**src/include/awss_pkg.sv**
```systemverilog
// Package of offsets, field layout and reset values for the wait-count bank.
package awss_pkg;

  // --------------------------------------------------------------------------
  // Widths
  // --------------------------------------------------------------------------
  localparam int AWSS_ADDR_W = 4;   // Register port address width.
  localparam int AWSS_DATA_W = 16;  // Register width.
  localparam int AWSS_CNT_W  = 3;   // Width of one area's wait count.
  localparam int AWSS_AREAS  = 8;   // Number of external address areas.
  localparam int AWSS_SLOTS  = 4;   // Areas held by one wait register.

  // --------------------------------------------------------------------------
  // Register offsets on the plain register port
  // --------------------------------------------------------------------------
  localparam logic [AWSS_ADDR_W-1:0] AWSS_OFS_UPPER = 4'h0;
  localparam logic [AWSS_ADDR_W-1:0] AWSS_OFS_LOWER = 4'h2;
  localparam logic [AWSS_ADDR_W-1:0] AWSS_OFS_ASTC  = 4'h4;

  // --------------------------------------------------------------------------
  // Field layout
  // --------------------------------------------------------------------------
  // Area slot s of a wait register sits at bits 4*s+2 down to 4*s.
  localparam int AWSS_FLD_STRIDE = 4;
  // Three-state bit of area n sits at bit AWSS_AST_LSB + n.
  localparam int AWSS_AST_LSB = 8;
  // Writable bits; everything else is reserved and reads as zero.
  localparam logic [AWSS_DATA_W-1:0] AWSS_WAIT_MASK = 16'h7777;
  localparam logic [AWSS_DATA_W-1:0] AWSS_ASTC_MASK = 16'hff00;

  // --------------------------------------------------------------------------
  // Reset values
  // --------------------------------------------------------------------------
  localparam logic [AWSS_DATA_W-1:0] AWSS_RST_WAIT = 16'h7777;
  localparam logic [AWSS_DATA_W-1:0] AWSS_RST_ASTC = 16'hff00;

  // --------------------------------------------------------------------------
  // Wait counter states
  // --------------------------------------------------------------------------
  typedef enum logic {
    AWSS_IDLE = 1'b0,
    AWSS_WAIT = 1'b1
  } awss_wait_state_t;

endpackage

```
**src/design/awss_wait_counter.sv**
```systemverilog
// Wait-cycle counter that stretches one external access by a latched count.
`timescale 1ns/10ps
`default_nettype none

module awss_wait_counter
  import awss_pkg::*;
(
  input  wire logic                             clk,
  input  wire logic                             arst_n,
  input  wire logic                             ce,
  input  wire logic                             load,
  input  wire logic [awss_pkg::AWSS_CNT_W-1:0]  load_cnt,
  output logic                                  wait_insert,
  output logic      [awss_pkg::AWSS_CNT_W-1:0]  cnt
);

  // --------------------------------------------------------------------------
  // State
  // --------------------------------------------------------------------------
  awss_wait_state_t              state_r;  // Idle or inserting waits.
  awss_wait_state_t              state_nxt;
  logic [AWSS_CNT_W-1:0]         cnt_r;    // Wait cycles still to insert.
  logic [AWSS_CNT_W-1:0]         cnt_nxt;

  // Next-state logic; a load always wins so a new access restarts cleanly.
  always_comb begin
    state_nxt = state_r;
    cnt_nxt   = cnt_r;
    if (load) begin
      cnt_nxt   = load_cnt;
      state_nxt = (load_cnt != '0) ? AWSS_WAIT : AWSS_IDLE;
    end else begin
      case (state_r)
        AWSS_IDLE: begin
          state_nxt = AWSS_IDLE;
        end
        AWSS_WAIT: begin
          // One wait cycle is spent in each enabled clock.
          cnt_nxt   = cnt_r - 3'h1;
          state_nxt = (cnt_r == 3'h1) ? AWSS_IDLE : AWSS_WAIT;
        end
        default: begin
          state_nxt = AWSS_IDLE;
        end
      endcase
    end
  end

  // The count is held here, so later register writes cannot disturb it.
  always_ff @(posedge clk or negedge arst_n) begin
    if (!arst_n) begin
      state_r <= AWSS_IDLE;
      cnt_r   <= '0;
    end else if (ce) begin
      state_r <= state_nxt;
      cnt_r   <= cnt_nxt;
    end
  end

  assign wait_insert = (state_r == AWSS_WAIT);
  assign cnt         = cnt_r;

  // --------------------------------------------------------------------------
  // Assertions
  // --------------------------------------------------------------------------
  a_load_count:
    assert property (@(posedge clk) disable iff (!arst_n)
      (load && ce) |=> (cnt == $past(load_cnt)) &&
                       (wait_insert == ($past(load_cnt) != 3'h0)))
    else $error("Loaded wait count not taken as an unsigned count.");

  a_count_down:
    assert property (@(posedge clk) disable iff (!arst_n)
      (wait_insert && ce && !load) |=>
        (cnt == $past(cnt) - 3'h1) &&
        (wait_insert == ($past(cnt) != 3'h1)))
    else $error("Wait count did not step down by one.");

  c_seven_waits:
    cover property (@(posedge clk) disable iff (!arst_n)
      (load && ce && load_cnt == 3'h7) ##1 wait_insert[*7] ##1 !wait_insert);

endmodule

`default_nettype wire

```
**src/design/awss_top.sv**
```systemverilog
// Wait-count register bank of the external bus controller.
//
// Overview of operation
// - Two registers hold eight per-area wait counts.
// - Field is unsigned count, zero to seven.
// - Count applies only when area is three-state.
// - Upper register: area 7 14:12, 6 10:8.
// - Upper register: area 5 6:4, 4 2:0.
// - Lower register holds areas 3 to 0 likewise.
// - Bits 15, 11, 7, 3 read zero, ignore writes.
`timescale 1ns/10ps
`default_nettype none

module awss_top
  import awss_pkg::*;
(
  input  wire logic                              clk,
  input  wire logic                              arst_n,
  input  wire logic                              ce,
  input  wire logic [awss_pkg::AWSS_ADDR_W-1:0]  reg_addr,
  input  wire logic [awss_pkg::AWSS_DATA_W-1:0]  reg_wdata,
  input  wire logic                              reg_wr,
  input  wire logic                              reg_rd,
  output logic      [awss_pkg::AWSS_DATA_W-1:0]  reg_rdata,
  input  wire logic                              acc_start,
  input  wire logic [2:0]                        acc_area,
  output logic                                   wait_insert,
  output logic      [awss_pkg::AWSS_CNT_W-1:0]   wait_count
);

  // --------------------------------------------------------------------------
  // Decoding helpers
  // --------------------------------------------------------------------------

  // Picks the wait field of one slot out of a wait register.
  function automatic logic [AWSS_CNT_W-1:0] field_of(
    input logic [AWSS_DATA_W-1:0] word,
    input int                     slot
  );
    field_of = word[slot*AWSS_FLD_STRIDE +: AWSS_CNT_W];
  endfunction

  // Address decode, used by both the write and the read path.
  function automatic logic hit(
    input logic [AWSS_ADDR_W-1:0] addr,
    input logic [AWSS_ADDR_W-1:0] ofs
  );
    hit = (addr == ofs);
  endfunction

  // --------------------------------------------------------------------------
  // Registers
  // --------------------------------------------------------------------------
  logic [AWSS_DATA_W-1:0] upper_area_wait_counts_r;  // Areas 7 to 4.
  logic [AWSS_DATA_W-1:0] lower_area_wait_counts_r;  // Areas 3 to 0.
  logic [AWSS_DATA_W-1:0] access_state_config_r;     // Three-state bits.
  logic [AWSS_DATA_W-1:0] reg_rdata_r;               // Read answer.
  logic [AWSS_DATA_W-1:0] reg_rdata_nxt;

  // Upper wait register; the mask keeps reserved bits at zero.
  always_ff @(posedge clk or negedge arst_n) begin
    if (!arst_n) begin
      upper_area_wait_counts_r <= AWSS_RST_WAIT;
    end else if (ce && reg_wr && hit(reg_addr, AWSS_OFS_UPPER)) begin
      upper_area_wait_counts_r <= reg_wdata & AWSS_WAIT_MASK;
    end
  end

  // Lower wait register, laid out like the upper one.
  always_ff @(posedge clk or negedge arst_n) begin
    if (!arst_n) begin
      lower_area_wait_counts_r <= AWSS_RST_WAIT;
    end else if (ce && reg_wr && hit(reg_addr, AWSS_OFS_LOWER)) begin
      lower_area_wait_counts_r <= reg_wdata & AWSS_WAIT_MASK;
    end
  end

  // Three-state selection per area; its low byte is read-only zero.
  always_ff @(posedge clk or negedge arst_n) begin
    if (!arst_n) begin
      access_state_config_r <= AWSS_RST_ASTC;
    end else if (ce && reg_wr && hit(reg_addr, AWSS_OFS_ASTC)) begin
      access_state_config_r <= reg_wdata & AWSS_ASTC_MASK;
    end
  end

  // Read multiplexer; unmapped addresses answer zero.
  always_comb begin
    reg_rdata_nxt = '0;
    if (reg_rd) begin
      if (hit(reg_addr, AWSS_OFS_UPPER)) begin
        reg_rdata_nxt = upper_area_wait_counts_r;
      end else if (hit(reg_addr, AWSS_OFS_LOWER)) begin
        reg_rdata_nxt = lower_area_wait_counts_r;
      end else if (hit(reg_addr, AWSS_OFS_ASTC)) begin
        reg_rdata_nxt = access_state_config_r;
      end else begin
        reg_rdata_nxt = '0;
      end
    end
  end

  // Read data stands from the enabled edge after the strobe and drops to zero at
  // the next enabled edge; while ce is low the register holds its older answer.
  always_ff @(posedge clk or negedge arst_n) begin
    if (!arst_n) begin
      reg_rdata_r <= '0;
    end else if (ce) begin
      reg_rdata_r <= reg_rdata_nxt;
    end
  end

  assign reg_rdata = reg_rdata_r;

  // --------------------------------------------------------------------------
  // Effective wait count per area
  // --------------------------------------------------------------------------
  logic [AWSS_CNT_W-1:0] eff_cnt [AWSS_AREAS];  // Count the area will use.

  // Two-state areas get zero waits whatever their field holds.
  for (genvar n = 0; n < AWSS_AREAS; n++) begin : g_area
    localparam int SLOT = n % AWSS_SLOTS;
    logic [AWSS_CNT_W-1:0] raw;  // Field as programmed.
    if (n >= AWSS_SLOTS) begin : g_up
      assign raw = field_of(upper_area_wait_counts_r, SLOT);
    end else begin : g_lo
      assign raw = field_of(lower_area_wait_counts_r, SLOT);
    end
    assign eff_cnt[n] = access_state_config_r[AWSS_AST_LSB + n] ?
                        raw : '0;
  end

  // --------------------------------------------------------------------------
  // Wait insertion for the running access
  // --------------------------------------------------------------------------
  logic [AWSS_CNT_W-1:0] start_cnt;  // Count selected by the access area.

  assign start_cnt = eff_cnt[acc_area];

  // The count is sampled once at the access start and held by the counter,
  // trading reprogramming latency for a stable cycle length.
  awss_wait_counter u_cnt (
    .clk         (clk),
    .arst_n      (arst_n),
    .ce          (ce),
    .load        (acc_start),
    .load_cnt    (start_cnt),
    .wait_insert (wait_insert),
    .cnt         (wait_count)
  );

  // --------------------------------------------------------------------------
  // Assertions
  // --------------------------------------------------------------------------
  a_upper_write:
    assert property (@(posedge clk) disable iff (!arst_n)
      (ce && reg_wr && reg_addr == AWSS_OFS_UPPER) |=>
        upper_area_wait_counts_r == ($past(reg_wdata) & AWSS_WAIT_MASK))
    else $error("Upper wait register did not take the write.");

  a_read_back:
    assert property (@(posedge clk) disable iff (!arst_n)
      (ce && reg_rd && reg_addr == AWSS_OFS_LOWER) |=>
        reg_rdata == $past(lower_area_wait_counts_r))
    else $error("Lower wait register read back wrong.");

  // The stored wait registers must never hold a reserved bit; the read
  // answer may show bits 15 and 11 only when it came from the config
  // register, or while a frozen clock enable holds an older answer.
  a_resvd_zero:
    assert property (@(posedge clk) disable iff (!arst_n)
      (((upper_area_wait_counts_r | lower_area_wait_counts_r) & 16'h8888)
        == 16'h0000) &&
      (((reg_rdata & 16'h8888) == 16'h0000) || !$past(ce) ||
       ($past(reg_rd) && $past(reg_addr) == AWSS_OFS_ASTC)))
    else $error("Reserved wait bit is set.");

  a_area7_field:
    assert property (@(posedge clk) disable iff (!arst_n)
      (ce && acc_start && acc_area == 3'h7 && access_state_config_r[15])
        |=> wait_count == $past(upper_area_wait_counts_r[14:12]))
    else $error("Area 7 wait count taken from wrong bits.");

  a_area4_field:
    assert property (@(posedge clk) disable iff (!arst_n)
      (ce && acc_start && acc_area == 3'h4 && access_state_config_r[12])
        |=> wait_count == $past(upper_area_wait_counts_r[2:0]))
    else $error("Area 4 wait count taken from wrong bits.");

  a_area2_field:
    assert property (@(posedge clk) disable iff (!arst_n)
      (ce && acc_start && acc_area == 3'h2 && access_state_config_r[10])
        |=> wait_count == $past(lower_area_wait_counts_r[10:8]))
    else $error("Area 2 wait count taken from wrong bits.");

  a_two_state_nowait:
    assert property (@(posedge clk) disable iff (!arst_n)
      (ce && acc_start && !access_state_config_r[8 + acc_area])
        |=> !wait_insert && wait_count == 3'h0)
    else $error("Two-state area received wait cycles.");

  a_latch_hold:
    assert property (@(posedge clk) disable iff (!arst_n)
      (ce && wait_insert && reg_wr && !acc_start) |=>
        wait_count == $past(wait_count) - 3'h1)
    else $error("Register write disturbed a running access.");

  c_upper_write:
    cover property (@(posedge clk) disable iff (!arst_n)
      ce && reg_wr && reg_addr == AWSS_OFS_UPPER);

  c_wait_access:
    cover property (@(posedge clk) disable iff (!arst_n)
      ce && acc_start ##1 wait_insert[*3]);

  c_write_then_read:
    cover property (@(posedge clk) disable iff (!arst_n)
      (ce && reg_wr && reg_addr == AWSS_OFS_LOWER) ##1
      (ce && reg_rd && reg_addr == AWSS_OFS_LOWER));

endmodule

`default_nettype wire

```
**config.mk**
```make
export PLATFORM = sky130hd
export DESIGN_NAME = awss_top
export DESIGN_NICKNAME = d
export VERILOG_FILES = /design/src/include/awss_pkg.sv /design/src/design/awss_wait_counter.sv /design/src/design/awss_top.sv
export SDC_FILE = /design/constraint.sdc
export NUM_CORES = 1
export LEC_CHECK = 0
export BUFFER_PORTS_ARGS = -buffer_cell sky130_fd_sc_hd__buf_4
export CAP_MARGIN = 25
export CORE_MARGIN = 5
export CORE_UTILIZATION = 55
export CTS_CLUSTER_SIZE = 30
export DETAILED_ROUTE_END_ITERATION = 12
export GPL_ROUTABILITY_DRIVEN = 1
export PLACE_DENSITY = 0.79
export SYNTH_ARGS = -nofsm -noshare
export SYNTH_HDL_FRONTEND = slang
export SYNTH_SLANG_ARGS = --single-unit
```
**constraint.sdc**
```tcl
create_clock -name clk -period 2.48 [get_ports clk]
set_input_delay 0.124 -clock clk [delete_from_list [all_inputs] [get_ports clk]]
set_output_delay 0.124 -clock clk [all_outputs]
set_load 0.05 [all_outputs]
```
==> metrics.md <==
| Metric | Value |
|---|---|
| Top Usage Layer GRT | met2 |
| Hold depth | 2 |
| Final HPWL DP | between 4000 and 5000 microns |
| Max-slew violations | 0 |
| CTS resizes | 0 |
| Die height | 78.9 microns |
| # IOs | 49 |
| Die width | ~79 microns |
| GR Util All Layers | a little over a fifth |
| Starting DRC count in detailed routing | about 160 |
| TNS Setup | 0 ns |
| Area contributors post-synth | dfstp_2 (32%), dfrtp_1 (17%), mux2_4 (11%), o2bb2ai_1 (3.4%), a22oi_1 (2.6%) |
| Reg2reg path depth | 4 |
| DP Area | 2950 sq um |
| Internal Pwr Total | 1.68 mW |
| Clock Latency Late Sink | 0.31 ns |
| Worst Path Arrival | 1.88 ns |
| Syn Area/Cell | 12.0 sq um |
| Core Util, Final | 66.6% |
| Max cap viols | 0 |
| Power per cell area | 744 nW/um^2 |
| # rows | 25 |
| Worst R2R Setup Slack | ~0.84 ns |
| Sink Count | 50 |
| Post-synth EDFFs | 0 |
| Pre-antenna DRT Iters | 4 |
| Max FO, Critical Path | 5 |
| Diodes inserted | 0 |
| VDD IR-drop max | around 0.00042 V |
| Final wirelength | between 5000 and 6000 microns |
| Initial antenna violation count | 0 |
| GRT Residual Overflow | 0 |
| Cts bufs inserted | 5 |
| Fin worst setup slack | 0.836 ns |
| Pin count of the biggest net entering global routing | around 50 |
| Ys flop type | dfstp_2 |
| Vias in the first global route | about 1,900 |
| Placed cells | 309 |
| Die area | between 6000 and 7000 sq um |
| Via density | around 6 |
| CP Capture Type | register |
| Hold Violations, Final | 0 |
| Reg-to-reg endpoint | u_cnt.wait_insert |
| Outcome | finished, final reports clean |
| Hold Path End | access_state_config_r[15] |
| PortBufs | between 40 and 50 |
| Reg2reg start | access_state_config_r[11] |
| Clock power frac | 30.4% |
| Yosys top cell area share | 32.2% |
| Core area | around 4700 sq um |
| Clk buf depth | 2 |
| Yosys cell types | 45 |
| Post-place setup slack | between 0.8 and 0.9 ns |
| Biggest area consumer among synthesized cells | dfstp_2 |
| Hold Crit Start | reg_wdata[15] |
| Sw Ratio | a little over a quarter |
| Non-Filler Instances | approximately 320 |
| Tmin final | roughly 1.6 ns |
| Commonest cells after routing, fill and taps aside | buf_4 (46), dfstp_2 (32), mux2_4 (20) |
| Cell leakage power | 1.31 nW |
| Crit start category | register |
| Period utilisation layout | between 60 and 70% |
| H-tree level count | 2 |
| TritonCTS clock tree | yes |
| Final nets | 294 |
| Remaining routing DRC violations | 0 |
| Worst Hold Class | input pin to register |
| Final setup viols | 0 |
| Reg clk slew, reported paths | about 0.090 ns |
| Logic pwr share | about a fifth |
| Net Sw Power | around 0.63 mW |
| GPL Wtd Cong | 0.865 |
| Area growth from synthesis to layout | 18.7% |
| Achievable Freq | a little over 0.6 GHz |
| Total power | between 2 and 2.5 mW |
| Fillers | 366 |
| Req. time, crit path | ~2.7 ns |
| Fraction of layout cells with a size suffix above 1 | a little under half |
| Met1 Use GR | approximately 29% |
| Hold Slack | 0.0217 ns |
| Routed vias | about 1,900 |
| WL/cell | 18.8 microns |
| Ys async rst share | 100% |
| M2 GR Usage | between 30% and 40% |
| Post-Synthesis Cell Area | between 2000 and 3000 sq um |
| Sequential share of the synthesized area | between 40% and 50% |
| First-pass GRT wire length | just under 10,000 microns |
| RSZ-0062 raised after global routing | false |
| Reg power frac | between 40% and 50% |
| Syn. warnings | 0 |
| Worst Skew | 0.00576 ns |
| Commonest non-fill, non-tap cell in the layout | buf_4 |
| Cells after synthesis | 218 |
| CP Class | register to register |
| Relative slew slack | 58.7% |
| Number of synthesized register bits | 50 |
| Fin area | just over 3000 sq um |
| Clock root cell | clkbuf_8 |
| Measured slew at the worst slew-check pin | between 0.6 and 0.7 ns |
| ANT nets after route | 0 |
| Initial Utilization | between 50% and 60% |
| GR met3 Demand/Resource | 4.65% |
## cell families (layout without fill, tap and decap cells)
| kind of cell | after synthesis | after routing | synth area share, % |
|---|---|---|---|
| AOI/OAI and AO/OA | 52 | 52 | 14.3 |
| adders and majority gates | 2 | 2 | 0.957 |
| buffers and inverters | 22 | 67 | 4.79 |
| DFF | 50 | 50 | 49.4 |
| muxes | 31 | 31 | 16.7 |
| other | 1 | 2 | 0.143 |
| and+or+nand+nor | 60 | 60 | 13.7 |
## how the worst max path moves through the flow
| stage | startpoint | to | slack, ns | cells past startpoint |
|---|---|---|---|---|
| floorplan | u_cnt.cnt[0] | u_cnt.wait_insert | 0.96 | 5 |
| global placement | reg_addr[1] | access_state_config_r[12] | 0.85 | 4 |
| detailed placement | reg_addr[1] | access_state_config_r[11] | 0.82 | 4 |
| CTS | access_state_config_r[11] | u_cnt.wait_insert | 0.83 | 4 |
| global route | access_state_config_r[11] | u_cnt.cnt[1] | 0.78 | 4 |
| finish | access_state_config_r[11] | u_cnt.wait_insert | 0.84 | 4 |
## state kept, by name, summed over array words and instances (netlist names)
register and cells:
u_cnt.wait_insert 1, lower_area_wait_counts_r 12, access_state_config_r 8, reg_rdata 14, upper_area_wait_counts_r 12, u_cnt.cnt 3
## layout make-up
class                      count  area, sq um  share of cell area (%)
timing repair buffer          47          355                    11.5
clock inverter                 2         60.1                    1.94
sequential                    50         1290                    41.6
tap                           54         67.6                    2.18
multi-input combinational    147         1200                    38.7
inverter                      12         45.0                    1.45
clock buffer                   6         82.6                    2.66
## metal layers
layer	share of wire, %	vias to the layer above
li1	-	892
met1	46	941
met2	47	58
met3	5.3	8
met4	1.6	0
met5	0	-
## what timing repair did
action	4_1_cts	5_1_grt
setup buffers	0	0
endpoints found under the hold margin	18	0
hold buffers	1	0
## power groups by stage
stage                     Clock [mW]  Combinational [mW]  Sequential, mW
after CTS                      0.709               0.464            1.14
after detailed placement           0               0.463            1.15
after global placement             0               0.446            1.15
final                          0.701               0.460            1.15
after global routing           0.745               0.504            1.16
after floorplan                    0               0.264            1.17
## worst max-delay path, cell delays in order (launching register included)
cell and delay, ns:
dfstp_2 0.60, nand2_1 0.06, mux4_2 0.46, o221a_1 0.30, a31oi_1 0.16
## cell usage after synthesis (4+ instances only)
cell	n
nor2_1	8
o2bb2ai_1	10
inv_1	12
nand2b_1	5
dfstp_2	32
mux2_2	6
o21ai_0	5
nand4_1	5
nand3_1	7
a21oi_1	8
nand2_1	14
clkbuf_1	4
nor2b_1	5
a22oi_1	9
mux2_1	4
dfrtp_1	18
mux2_4	20
o21ai_1	5
Note: power is estimated with default switching activity, not from simulation.
